$ cat src/pkg/pboc_pkg.sv
// Constants for the pixel black-level and offset correction stage
package pboc_pkg;
  // Register offsets on the byte-wide register port
  localparam logic [7:0] PBOC_ADDR_BLCOEF = 8'h26;
  localparam logic [7:0] PBOC_ADDR_THA_HI = 8'h27;
  localparam logic [7:0] PBOC_ADDR_THA_LO = 8'h28;
  localparam logic [7:0] PBOC_ADDR_THB_HI = 8'h29;
  localparam logic [7:0] PBOC_ADDR_THB_LO = 8'h2A;
  localparam logic [7:0] PBOC_ADDR_PED = 8'h2B;
  // Reset value shared by every register
  localparam logic [7:0] PBOC_REG_RESET = 8'h00;
  // Writable bit masks; reserved bits hold and read zero
  localparam logic [7:0] PBOC_MASK_BLCOEF = 8'h3F;
  localparam logic [7:0] PBOC_MASK_LO = 8'hF0;
  localparam logic [7:0] PBOC_MASK_PED = 8'hFE;
  // Field positions
  localparam int PBOC_CLIP_MSB = 5;
  localparam int PBOC_CLIP_LSB = 3;
  localparam int PBOC_ALPHA_MSB = 2;
  localparam int PBOC_ALPHA_LSB = 0;
  localparam int PBOC_NIB_MSB = 7;
  localparam int PBOC_NIB_LSB = 4;
  localparam int PBOC_POL_BIT = 7;
  localparam int PBOC_MAG_MSB = 6;
  localparam int PBOC_MAG_LSB = 1;
  // Data path sizes
  localparam int PBOC_PIX_W = 12;
  localparam int PBOC_FRAC_W = 7;
  localparam int PBOC_ACC_W = PBOC_PIX_W + PBOC_FRAC_W;
  localparam int PBOC_FIFO_DEPTH = 32;
  localparam logic [11:0] PBOC_PIX_MAX = 12'hFFF;
endpackage

$ cat src/hw/pboc_top.sv
// Pixel black-level averaging, offset correction, threshold registers and output FIFO
// Behaviour
// RULE1: Clip field code n drops the n top bits of each 12-bit black pixel.
// RULE2: Black pixels are exponentially averaged with the coefficient from bits 2:0.
// RULE3: A larger coefficient makes the average converge more slowly.
// RULE4: Threshold A bits 11:4 come from the whole byte at 0x27.
// RULE5: Threshold A bits 3:0 come from 0x28 bits 7:4; low nibble reserved.
// RULE6: Threshold B is byte 0x29 above the upper nibble of 0x2A.
// RULE7: Polarity bit 7 clear adds the offset, set subtracts it.
// RULE8: Offset magnitude is bits 6:1 of the pedestal adjust register.
// RULE9: Host always writes zero into bit 0 of the pedestal adjust register.
// RULE10: Clip and coefficient live in read/write register 0x26, zero after reset.
// RULE11: Offset-corrected pixels saturate to the 12-bit range, never wrap.
`timescale 1ns/10ps

module pboc_fifo #(
  parameter int WIDTH = 12,
  parameter int DEPTH = 32
) (
  input wire logic clk_sys,
  input wire logic rst_n,
  input wire logic inValid,
  output logic inReady,
  input wire logic [WIDTH-1:0] inData,
  output logic outValid,
  input wire logic outReady,
  output logic [WIDTH-1:0] outData
);
  localparam int AW = $clog2(DEPTH);
  logic [WIDTH-1:0] mem_r [DEPTH];
  logic [AW-1:0] wrPtr_r;
  logic [AW-1:0] rdPtr_r;
  logic [AW:0] count_r;
  logic push;
  logic pop;

  // Full and empty come straight from the occupancy count
  assign inReady = (count_r != AW'(0) + (AW+1)'(DEPTH)) ? 1'b1 : 1'b0;
  assign outValid = (count_r != '0);
  assign push = inValid && inReady;
  assign pop = outValid && outReady;
  assign outData = mem_r[rdPtr_r];

  // Storage; no reset needed on the data words
  always_ff @(posedge clk_sys)
  begin
    if (push)
      mem_r[wrPtr_r] <= inData;
  end

  // Pointers and count
  always_ff @(posedge clk_sys)
  begin
    if (!rst_n)
    begin
      wrPtr_r <= '0;
      rdPtr_r <= '0;
      count_r <= '0;
    end
    else
    begin
      if (push)
        wrPtr_r <= wrPtr_r + AW'(1);
      if (pop)
        rdPtr_r <= rdPtr_r + AW'(1);
      count_r <= count_r + (AW+1)'(push) - (AW+1)'(pop);
    end
  end
endmodule

module pboc_top
  import pboc_pkg::*;
(
  input wire logic clk_sys,
  input wire logic rst_n,
  input wire logic [7:0] regAddr,
  input wire logic regWrEn,
  input wire logic [7:0] regWrData,
  input wire logic regRdEn,
  output logic [7:0] regRdData,
  output logic regRdValid,
  input wire logic pixValid,
  input wire logic pixBlack,
  input wire logic [11:0] pixData,
  output logic pixReady,
  output logic outValid,
  input wire logic outReady,
  output logic [11:0] outData,
  output logic [11:0] blackLevel,
  output logic [11:0] defectThresholdA,
  output logic [11:0] defectThresholdB
);
  logic [7:0] blackLevelCoefficients_r;
  logic [7:0] defectThresholdAHigh_r;
  logic [7:0] defectThresholdALow_r;
  logic [7:0] defectThresholdBHigh_r;
  logic [7:0] defectThresholdBLow_r;
  logic [7:0] pedestalAdjust_r;
  logic [PBOC_ACC_W-1:0] blackAcc_r;
  logic [PBOC_ACC_W-1:0] blackAcc_nxt;
  logic [2:0] clipCode;
  logic [2:0] alpha;
  logic offsetPolarity;
  logic [5:0] offsetMagnitude;
  logic [11:0] clipped;
  logic [PBOC_ACC_W-1:0] sampleScaled;
  logic signed [PBOC_ACC_W+1:0] accDiff;
  logic signed [PBOC_ACC_W+1:0] accStep;
  logic signed [14:0] corrSum;
  logic [11:0] corrected;
  logic fifoInValid;
  logic fifoInReady;
  logic blackTake;

  // Drops the top code bits of a pixel word
  function automatic logic [11:0] clip_msbs(input logic [11:0] d, input logic [2:0] code);
    clip_msbs = d & (PBOC_PIX_MAX >> code);
  endfunction

  // Clamps a signed sum into the unsigned 12-bit pixel range
  function automatic logic [11:0] sat_pix(input logic signed [14:0] v);
    if (v < 15'sd0)
      sat_pix = 12'h000;
    else if (v > $signed({3'b000, PBOC_PIX_MAX}))
      sat_pix = PBOC_PIX_MAX;
    else
      sat_pix = v[11:0];
  endfunction

  // Byte reads of the register file, one cycle after the strobe
  function automatic logic [7:0] reg_read(input logic [7:0] a);
    case (a)
      PBOC_ADDR_BLCOEF: reg_read = blackLevelCoefficients_r;
      PBOC_ADDR_THA_HI: reg_read = defectThresholdAHigh_r;
      PBOC_ADDR_THA_LO: reg_read = defectThresholdALow_r;
      PBOC_ADDR_THB_HI: reg_read = defectThresholdBHigh_r;
      PBOC_ADDR_THB_LO: reg_read = defectThresholdBLow_r;
      PBOC_ADDR_PED: reg_read = pedestalAdjust_r;
      default: reg_read = 8'h00;
    endcase
  endfunction

  // Field extraction
  assign clipCode = blackLevelCoefficients_r[PBOC_CLIP_MSB:PBOC_CLIP_LSB]; // RULE1
  assign alpha = blackLevelCoefficients_r[PBOC_ALPHA_MSB:PBOC_ALPHA_LSB]; // RULE2
  assign offsetPolarity = pedestalAdjust_r[PBOC_POL_BIT]; // RULE7
  assign offsetMagnitude = pedestalAdjust_r[PBOC_MAG_MSB:PBOC_MAG_LSB]; // RULE8
  assign defectThresholdA = {defectThresholdAHigh_r, defectThresholdALow_r[PBOC_NIB_MSB:PBOC_NIB_LSB]}; // RULE4 RULE5
  assign defectThresholdB = {defectThresholdBHigh_r, defectThresholdBLow_r[PBOC_NIB_MSB:PBOC_NIB_LSB]}; // RULE6

  // Register writes; reserved bits are masked so they always read zero
  always_ff @(posedge clk_sys)
  begin
    if (!rst_n)
    begin
      blackLevelCoefficients_r <= PBOC_REG_RESET; // RULE10
      defectThresholdAHigh_r <= PBOC_REG_RESET;
      defectThresholdALow_r <= PBOC_REG_RESET;
      defectThresholdBHigh_r <= PBOC_REG_RESET;
      defectThresholdBLow_r <= PBOC_REG_RESET;
      pedestalAdjust_r <= PBOC_REG_RESET;
    end
    else if (regWrEn)
    begin
      case (regAddr)
        PBOC_ADDR_BLCOEF: blackLevelCoefficients_r <= regWrData & PBOC_MASK_BLCOEF; // RULE10
        PBOC_ADDR_THA_HI: defectThresholdAHigh_r <= regWrData; // RULE4
        PBOC_ADDR_THA_LO: defectThresholdALow_r <= regWrData & PBOC_MASK_LO; // RULE5
        PBOC_ADDR_THB_HI: defectThresholdBHigh_r <= regWrData; // RULE6
        PBOC_ADDR_THB_LO: defectThresholdBLow_r <= regWrData & PBOC_MASK_LO; // RULE6
        // Bit 0 is dropped so a host slip cannot disturb the magnitude
        PBOC_ADDR_PED: pedestalAdjust_r <= regWrData & PBOC_MASK_PED; // RULE9
        default: ;
      endcase
    end
  end

  // Read data and its valid flag
  always_ff @(posedge clk_sys)
  begin
    if (!rst_n)
    begin
      regRdData <= 8'h00;
      regRdValid <= 1'b0;
    end
    else
    begin
      regRdValid <= regRdEn;
      if (regRdEn)
        regRdData <= reg_read(regAddr);
    end
  end

  // Exponential average: acc moves by (sample - acc) / 2^alpha, so a bigger alpha is slower
  assign clipped = clip_msbs(pixData, clipCode); // RULE1
  assign sampleScaled = {clipped, PBOC_FRAC_W'(0)};
  assign accDiff = $signed({2'b00, sampleScaled}) - $signed({2'b00, blackAcc_r});
  assign accStep = accDiff >>> alpha; // RULE2 RULE3
  assign blackAcc_nxt = PBOC_ACC_W'($signed({2'b00, blackAcc_r}) + accStep);
  assign blackTake = pixValid && pixBlack;

  // Black-level accumulator; fractional bits keep small steps from stalling
  always_ff @(posedge clk_sys)
  begin
    if (!rst_n)
      blackAcc_r <= '0;
    else if (blackTake)
      blackAcc_r <= blackAcc_nxt; // RULE2
  end
  assign blackLevel = blackAcc_r[PBOC_ACC_W-1:PBOC_FRAC_W];

  // Active pixels: subtract black level, apply signed pedestal, clamp
  always_comb
  begin
    corrSum = $signed({3'b000, pixData}) - $signed({3'b000, blackLevel});
    if (offsetPolarity)
      corrSum = corrSum - $signed({9'h000, offsetMagnitude}); // RULE7 RULE8
    else
      corrSum = corrSum + $signed({9'h000, offsetMagnitude}); // RULE7 RULE8
  end
  assign corrected = sat_pix(corrSum); // RULE11

  // Black pixels are always consumed; active pixels stall when the FIFO is full
  assign fifoInValid = pixValid && !pixBlack;
  assign pixReady = pixBlack ? 1'b1 : fifoInReady;

  pboc_fifo #(
    .WIDTH(PBOC_PIX_W),
    .DEPTH(PBOC_FIFO_DEPTH)
  ) u_fifo (
    .clk_sys(clk_sys),
    .rst_n(rst_n),
    .inValid(fifoInValid),
    .inReady(fifoInReady),
    .inData(corrected),
    .outValid(outValid),
    .outReady(outReady),
    .outData(outData)
  );

  // Checks
  logic fifoPush;
  assign fifoPush = fifoInValid && fifoInReady;
endmodule

$ cat config.mk
export PLATFORM = sky130hd
export DESIGN_NAME = pboc_top
export DESIGN_NICKNAME = d
export VERILOG_FILES = /design/src/pkg/pboc_pkg.sv /design/src/hw/pboc_top.sv
export SDC_FILE = /design/constraint.sdc
export NUM_CORES = 1
export LEC_CHECK = 0
export ABC_AREA = 1
export ABC_CLOCK_PERIOD_IN_PS = 8800
export BUFFER_PORTS_ARGS = -buffer_cell sky130_fd_sc_hd__buf_4
export CAP_MARGIN = 0
export CORE_UTILIZATION = 49
export CTS_BUF_LIST = sky130_fd_sc_hd__clkbuf_4 sky130_fd_sc_hd__clkbuf_8
export DETAILED_ROUTE_END_ITERATION = 10
export GPL_ROUTABILITY_DRIVEN = 0
export GPL_TIMING_DRIVEN = 0
export PLACE_DENSITY = 0.72
export SLEW_MARGIN = 30
export SYNTH_ARGS = -nofsm -noshare
export SYNTH_HDL_FRONTEND = slang
export SYNTH_SLANG_ARGS = --single-unit
export TNS_END_PERCENT = 1
$ cat constraint.sdc
create_clock -name clk_sys -period 8.8 [get_ports clk_sys]
set_clock_uncertainty 0.2 [all_clocks]
set_input_delay 0.44 -clock clk_sys [delete_from_list [all_inputs] [get_ports clk_sys]]
set_output_delay 0.44 -clock clk_sys [all_outputs]
set_load 0.02 [all_outputs]
==> flow_summary_export.csv, run 1 <==
group,metric,value,unit
yosys,syn-cell-area,22240,µm²
power_and_ir_drop,power_frac_comb,0.331,
min_path,hold_class,"input port to register",
power_and_ir_drop,worst_ir_drop_vdd,0.2481,mV
timing,min_period_over_period,0.5908,
die,dieArea,46240,µm²
critical_path,cp_num_buf_inv,4,
grt,grt_start_max_net_pins,33,
yosys,syn_inst,2189,
route,top_layer_used,"met4",
yosys,synth_enable_flop_cells,384,
final_layout,fillerInstances,3808,
critical_path,cp.arrival,5450,ps
final_layout,drive_gt1_frac,0.1286,
route,antenna_left,0,
critical_path,cp.depth,22,
timing,hold-worst-slack,49.72,ps
min_path,whs_path_depth,4,
clocking,cts_sinks,470,
place,hpwlAfterDp,46530,µm
run_status,status,"complete, no violations",
final_layout,syn2layout_area_growth,15.09,%
die,placementRows,77,
route,drt_iter0_drc,2477,
timing,final_hold_viol_count,0,
critical_path,critical-path-top-delay-family,"compound AO/OA/AOI/OAI gates",
yosys,synth_ff_type,"edfxtp_1",
die,pin_count,94,
place,post-place-ws,3231,ps
power_and_ir_drop,p_leak,9.360,nW
yosys,yosysMostFrequentCell,"edfxtp_1",
power_and_ir_drop,netSwitchingFraction,0.3632,
power_and_ir_drop,p_int,0.004570,W
critical_path,reg2regPathDepth,22,
route,drc,0,
clocking,cts_resized,0,
yosys,syn_area_per_cell,10.16,µm²
power_and_ir_drop,power.density,280.4,nW/µm²
critical_path,max_stage_delay,560,ps
final_layout,seqCellArea,13250,µm²
route,dr.pass1.iters,6,
clocking,path_clk_slew,60,ps
yosys,synth_top_area_share,0.5186,
timing,worst_slew_pin_slew,978.8,ps
route,dr_wl_met3,7826,µm
yosys,yosys-top-cells-area,"edfxtp_1 52%, dfxtp_1 7.7%, o21ai_0 7.2%",
route,wl_per_cell,21.89,µm
place,placed_cells_incl_taps,2888,
timing,min_period,5199,ps
final_layout,nets,2495,
yosys,synth_cell_type_count,51,
yosys,ys_warn_count,0,
timing,grt_setup_unrepaired,"false",
timing,finalSetupViolCount,0,
final_layout,multi_input_area,7969,µm²
critical_path,critPathSlowestCell,"a22oi_2",
grt,globalRoute.totalOverflow,0,
clocking,clock_latency,650,ps
route,wl_met2,30020,µm
grt,grt_pass1_wl,100200,µm
timing,slew_violations,0,
die,start_util,0.4996,
die,fp.dieH,215.0,µm
die,die_x,215.0,µm
yosys,ys_ff_latch,470,
timing,worst_slack,3601,ps
timing,max_slew_margin,0.3468,
clocking,post_cts_buffers,0,
critical_path,worstPathMaxFanout,15,
timing,fmax,0.1923,GHz
clocking,cts_buffers,78,
final_layout,num_antenna_cells,0,
yosys,synth_top_cell_by_area,"edfxtp_1",
yosys,synth-async-reset-ratio,0,
power_and_ir_drop,clkPwrFrac,0.262,
die,core,44510,µm²
route,num_vias,18250,
timing,tns,0,ps
yosys,yosysSeqAreaShare,0.5960,
grt,grt_pass1_vias,17610,
critical_path,cpMostUsedCell,"nand2_1",
critical_path,startpoint_type,"register",
route,via_per_inst,6.018,
run,max_cap_viol_count,0,
critical_path,crit_chain,"inv_1 -> ha_1 -> nand2_1 -> inv_1 -> a21oi_1 -> nand2_1 -> a21boi_0 -> o21bai_1 -> a21o_1 -> nand2_1 -> nand2_1 -> a21oi_1 -> xnor2_1 -> ha_1 -> nand2_1 -> nor2_1 -> nand4_1 -> o2111ai_1 -> xor2_1 -> inv_1 -> a22oi_2 -> buf_4",
final_layout,final_area,25590,µm²
yosys,synthesis.nets,2297,
clocking,root_buffer,"clkbuf_8",
yosys,synth.top_cells.by_count,"384 x edfxtp_1, 318 x o21ai_0, 307 x nor2_1, 228 x nand2_1, 169 x inv_1",
power_and_ir_drop,switchingPower,0.002606,W
clocking,htree_levels,3,
place,dpl-instance-area,23990,µm²
grt,grt_usage,0.2835,
power_and_ir_drop,pwr-share-seq,0.407,
place,io_buffers,91,
critical_path,worstSetupEndpointType,"register",
critical_path,crit_required,9050,ps
clocking,cts_tree,"yes",
final_layout,final_cells,3033,
route,drt_wl_total,66410,µm
critical_path,critical_path_class,"register to register",
grt,antenna_found_initial,0,
route,wl_met1,25940,µm
clocking,clock_path_buffers,3,
-- final cells by class --
type,instances,area share
flip-flops and latches,470,0.5179
clock buffers,103,0.05002
repair buffers,118,0.03877
clock inverters,31,0.007970
well taps,592,0.02894
plain buffers,118,0.01941
multi-input cells,1427,0.3114
inverters,174,0.02562
-- logic make-up after synthesis --
kind of cell / share of synthesized area
adders and majority gates: 0.04243
AOI/OAI and AO/OA: 0.1576
buffers and inverters: 0.05182
xor gates and xnor gates: 0.01969
muxes: 0.001350
DFF: 0.5960
and+or+nand+nor: 0.1312
-- worst paths after layout --
| check | start | endpoint | slack [ps] |
|---|---|---|---|
| worst max-delay path | blackAcc_r[11]$_SDFFE_PN0P_ | u_fifo.mem_r[21][3]$_DFFE_PP_ | 3600 |
| worst min-delay path | outReady | u_fifo.rdPtr_r[0]$_SDFFE_PN0P_ | 50 |
| worst max register to register | blackAcc_r[11]$_SDFFE_PN0P_ | u_fifo.mem_r[21][3]$_DFFE_PP_ | 3600 |
| worst min register to register | regRdData[7]$_SDFFE_PN0P_ | regRdData[7]$_SDFFE_PN0P_ | 270 |
-- repair_timing --
| action | in CTS | in global routing |
|---|---|---|
| setup endpoints to repair | 0 | 0 |
| hold buffers | 11 | 0 |
| endpoints found under the hold margin | 38 | 0 |
-- metrics by stage --
stage / utilization / total power, W
floorplan: - / 0.004295
global placement: 0.5316 / 0.005063
detailed placement: 0.5390 / 0.005268
CTS: 0.5748 / 0.007115
global route: 0.5749 / 0.007448
finish: 0.5749 / 0.007175
-- sequential cells by signal (all words and copies together), names as in the netlist, 6 cells and up, named ones only --
name	cells
blackAcc_r	19
blackLevelCoefficients_r	6
defectThresholdAHigh_r	8
defectThresholdBHigh_r	8
pedestalAdjust_r	7
regRdData	8
u_fifo.count_r	6
u_fifo.mem_r	384
-- power by group through the flow --
stage               Combinational (W)  Clock, W  Sequential (W)
finish                        0.00238   0.00188         0.00292
floorplan                     0.00133         0         0.00296
CTS                           0.00231   0.00188         0.00292
global route                  0.00254   0.00198         0.00293
detailed placement            0.00230         0         0.00297
global placement              0.00207         0         0.00299
-- worst reg2reg max path, delay by kind of cell, from the launching register on --
kind            cells  cell delay (ps)
compound gates      7             1680
xor+xnor            2              560
fa+ha+maj           2              740
buf+inv             4              720
flops               1              400
simple gates        7              700
-- layer usage --
layer / GRT usage / vias to the layer above
li1: - / 8231
met1: 0.3748 / 8643
met2: 0.4503 / 1212
met3: 0.05931 / 167
met4: 0.1274 / 0
met5: 0 / -
-- cells in the final DEF, fill, tap and decap left out, drive strengths merged, types with 27 or more instances in the layout --
master,n
dfxtp,86
clkinv,27
o21ai,320
nand3,107
a21oi,132
nor2,315
buf,126
nand2,237
edfxtp,384
clkbuf,202
inv,173
o221ai,81
ha,69
xor2,35
Power figures use the tool's default switching activity.
==> run 2, diff against run 1 <==
--- a/config.mk
+++ b/config.mk
@@ -6,7 +6,7 @@
 export NUM_CORES = 1
 export LEC_CHECK = 0
 export ABC_AREA = 1
-export ABC_CLOCK_PERIOD_IN_PS = 8800
+export ABC_CLOCK_PERIOD_IN_PS = 4300
 export BUFFER_PORTS_ARGS = -buffer_cell sky130_fd_sc_hd__buf_4
 export CAP_MARGIN = 0
 export CORE_UTILIZATION = 49
@@ -14,7 +14,7 @@
 export DETAILED_ROUTE_END_ITERATION = 10
 export GPL_ROUTABILITY_DRIVEN = 0
 export GPL_TIMING_DRIVEN = 0
-export PLACE_DENSITY = 0.72
+export PLACE_DENSITY = 0.74
 export SLEW_MARGIN = 30
 export SYNTH_ARGS = -nofsm -noshare
 export SYNTH_HDL_FRONTEND = slang
==> constraint.sdc (replaced) <==
create_clock -name clk_sys -period 4.3 [get_ports clk_sys]
set_clock_uncertainty 0.2 [all_clocks]
set_input_delay 0.215 -clock clk_sys [delete_from_list [all_inputs] [get_ports clk_sys]]
set_output_delay 0.215 -clock clk_sys [all_outputs]
set_load 0.02 [all_outputs]
==> run 2 against run 1 <==
The run now ends with negative setup slack left. First-iteration DRC count rose by 8.6%. Register-to-register slack lost 3500 ps. Power rose by 120%. Clock power grew 120%. Flip-flop and latch count unchanged. Critical path depth decreased by 13. Utilization rose by 2.4 points. Die area unchanged. Via count up 2.5%. Clock-buffer cell count up 4. Worst setup slack got worse by 3700 ps. Critical path type is now register to primary output. Largest cell class unchanged.
==> flow_summary_export.csv, run 2 (same netlist as run 1, synthesis figures left out) <==
group,metric,value,unit
grt,grt_pass1_wl,102500,µm
power_and_ir_drop,p_leak,9.778,nW
min_path,hp-start,"regAddr[7]",
critical_path,rr_endpoint,"u_fifo.mem_r[18][8]$_DFFE_PP_",
power_and_ir_drop,power.density,600.4,nW/µm²
route,antenna_left,0,
route,via_per_inst,6.062,
route,drt_iter0_drc,2691,
grt,globalRoute.totalOverflow,0,
grt,antenna_found_initial,0,
die,placementRows,77,
timing,max_slew_margin,0.3547,
critical_path,critical-path-top-delay-family,"buffers and inverters",
timing,worst_slew_pin_slew,966.9,ps
critical_path,r2r_start,"blackAcc_r[10]$_SDFFE_PN0P_",
route,drc,0,
clocking,path_clk_slew,60,ps
final_layout,layout_commonest_cell,"edfxtp_1",
die,core,44510,µm²
grt,grt_start_max_net_pins,33,
run_status,status,"finished with violations",
final_layout,drive_gt1_frac,0.1655,
die,start_util,0.4996,
critical_path,crit_chain,"inv_1 -> buf_2 -> clkbuf_1 -> clkbuf_1 -> nor2_1 -> o221ai_1 -> a31oi_1 -> a32oi_1 -> buf_4",
timing,tns,-165.7,ps
min_path,hold_class,"input port to register",
die,die_x,215.0,µm
clocking,htree_levels,3,
final_layout,syn2layout_area_growth,19.92,%
run,max_cap_viol_count,0,
critical_path,worstSetupEndpointType,"primary output",
route,num_vias,18720,
power_and_ir_drop,worst_ir_drop_vdd,0.3905,mV
timing,final_hold_viol_count,0,
final_layout,nets,2543,
route,dr.pass1.iters,8,
critical_path,critical_path_class,"register to primary output",
critical_path,crit_required,3880,ps
run_status,violations,"negative setup slack",
critical_path,cp.depth,9,
die,pin_count,94,
die,fp.dieH,215.0,µm
timing,min_period,4378,ps
critical_path,cp.arrival,3960,ps
grt,grt_usage,0.2918,
critical_path,startpoint_type,"register",
die,dieArea,46240,µm²
critical_path,max_stage_delay,650,ps
clocking,cts_tree,"yes",
timing,slew_violations,0,
final_layout,largest_register,"u_fifo.mem_r",
place,post-place-ws,-901.0,ps
final_layout,final_area,26670,µm²
critical_path,reg2regPathDepth,23,
critical_path,cp_num_buf_inv,5,
final_layout,final_cell_mix,"384 x edfxtp_1, 309 x o21ai_0, 269 x nor2_1",
min_path,min_to,"defectThresholdAHigh_r[3]$_SDFFE_PN0P_",
timing,worst_slack,-78.39,ps
critical_path,critPathSlowestCell,"clkbuf_1",
final_layout,largestRegisters,"u_fifo.mem_r: 384 flops, blackAcc_r: 19 flops",
clocking,clock_latency,680,ps
final_layout,num_antenna_cells,0,
timing,grt_setup_unrepaired,"true",
route,drt_wl_total,69590,µm
timing,finalSetupViolCount,4,
clocking,cts_sinks,470,
timing,fmax,0.2284,GHz
critical_path,cpMostUsedCell,"clkbuf_1",
critical_path,worstPathMaxFanout,10,
clocking,clock_path_buffers,3,
route,wl_per_cell,22.54,µm
min_path,whs_path_depth,7,
clocking,cts_buffers,78,
critical_path,r2r_slack,100,ps
final_layout,largest_reg_flops,384,
place,dpl-instance-area,24010,µm²
final_layout,utilization,0.5991,
timing,min_period_over_period,1.018,
grt,grt_pass1_vias,17820,
place,hpwlAfterDp,45540,µm
place,io_buffers,91,
clocking,root_buffer,"clkbuf_8",
-- run 2: changes by cell type in the layout (fill, tap and decap cells not counted), sizes merged --
cell	change
buf	+26
dlygate4sd3	+17
clkbuf	+5
clkinv	+3
nor2	+3
bufinv	+2
inv	-2
clkinvlp	+1
-- run 2: layout make-up --
type	count	area, µm²
Buffer	118	499.2
Clock buffer	107	1335
Inverter	174	676.9
Fill cell	3518	17840
Sequential cell	470	13260
Timing Repair Buffer	162	1524
Timing Repair inverter	1	7.507
Multi-Input combinational cell	1430	8315
Clock inverter	34	304.0
Tap cell	592	740.7
-- run 2: layer usage --
metal  routed length (µm)  vias to the layer above  track usage
met5                   53                        -     0.007292
met2                31870                     1305       0.4558
li1                     -                     8328            -
met1                25640                     8847       0.3701
met3                 8869                      236      0.07941
met4                 3160                        2       0.1558
-- run 2: how the worst max path moves through the flow --
stage / startpoint / endpoint / slack (ps)
after CTS: blackAcc_r[10]$_SDFFE_PN0P_ / u_fifo.mem_r[5][2]$_DFFE_PP_ / -4
after global placement: blackAcc_r[9]$_SDFFE_PN0P_ / u_fifo.mem_r[4][3]$_DFFE_PP_ / -1250
after detailed placement: blackAcc_r[11]$_SDFFE_PN0P_ / u_fifo.mem_r[21][10]$_DFFE_PP_ / -900
after global routing: blackAcc_r[8]$_SDFFE_PN0P_ / blackAcc_r[15]$_SDFFE_PN0P_ / -100
final: register / outData[9] / -80
after floorplan: blackAcc_r[9]$_SDFFE_PN0P_ / u_fifo.mem_r[0][0]$_DFFE_PP_ / 80
-- run 2: tightest hold or removal path: cells and delay by family --
kind | cells | cell delay, ps
compound gates | 1 | 60
buf+inv | 2 | 310
simple gates | 4 | 320
-- run 2: stage by stage --
| step | hold slack, ps | std cells | total power, W |
|---|---|---|---|
| floorplan | 179.4 | 2189 | 0.008807 |
| global placement | 257.7 | 2872 | 0.01034 |
| detailed placement | 258.7 | 2888 | 0.01079 |
| CTS | 8.051 | 3080 | 0.01541 |
| global route | 92.12 | 3088 | 0.01652 |
| finish | 70.72 | 3088 | 0.01601 |
-- run 2: power by group --
part	total, W	internal (W)	switching (W)
registers	0.00597	0.00590	0.0000723
clock network	0.00417	0.00228	0.00189
logic	0.00587	0.00196	0.00391
total	0.0160	0.0101	0.00588
-- run 2: timing repair --
item | CTS | global route
gates cloned | 4 | 0
pin swaps | 15 | 21
resized for setup | 31 | 73
setup endpoints to repair | 389 | 399
hold endpoints to repair | 64 | 0
hold buffers | 28 | 0
setup buffers | 19 | 8
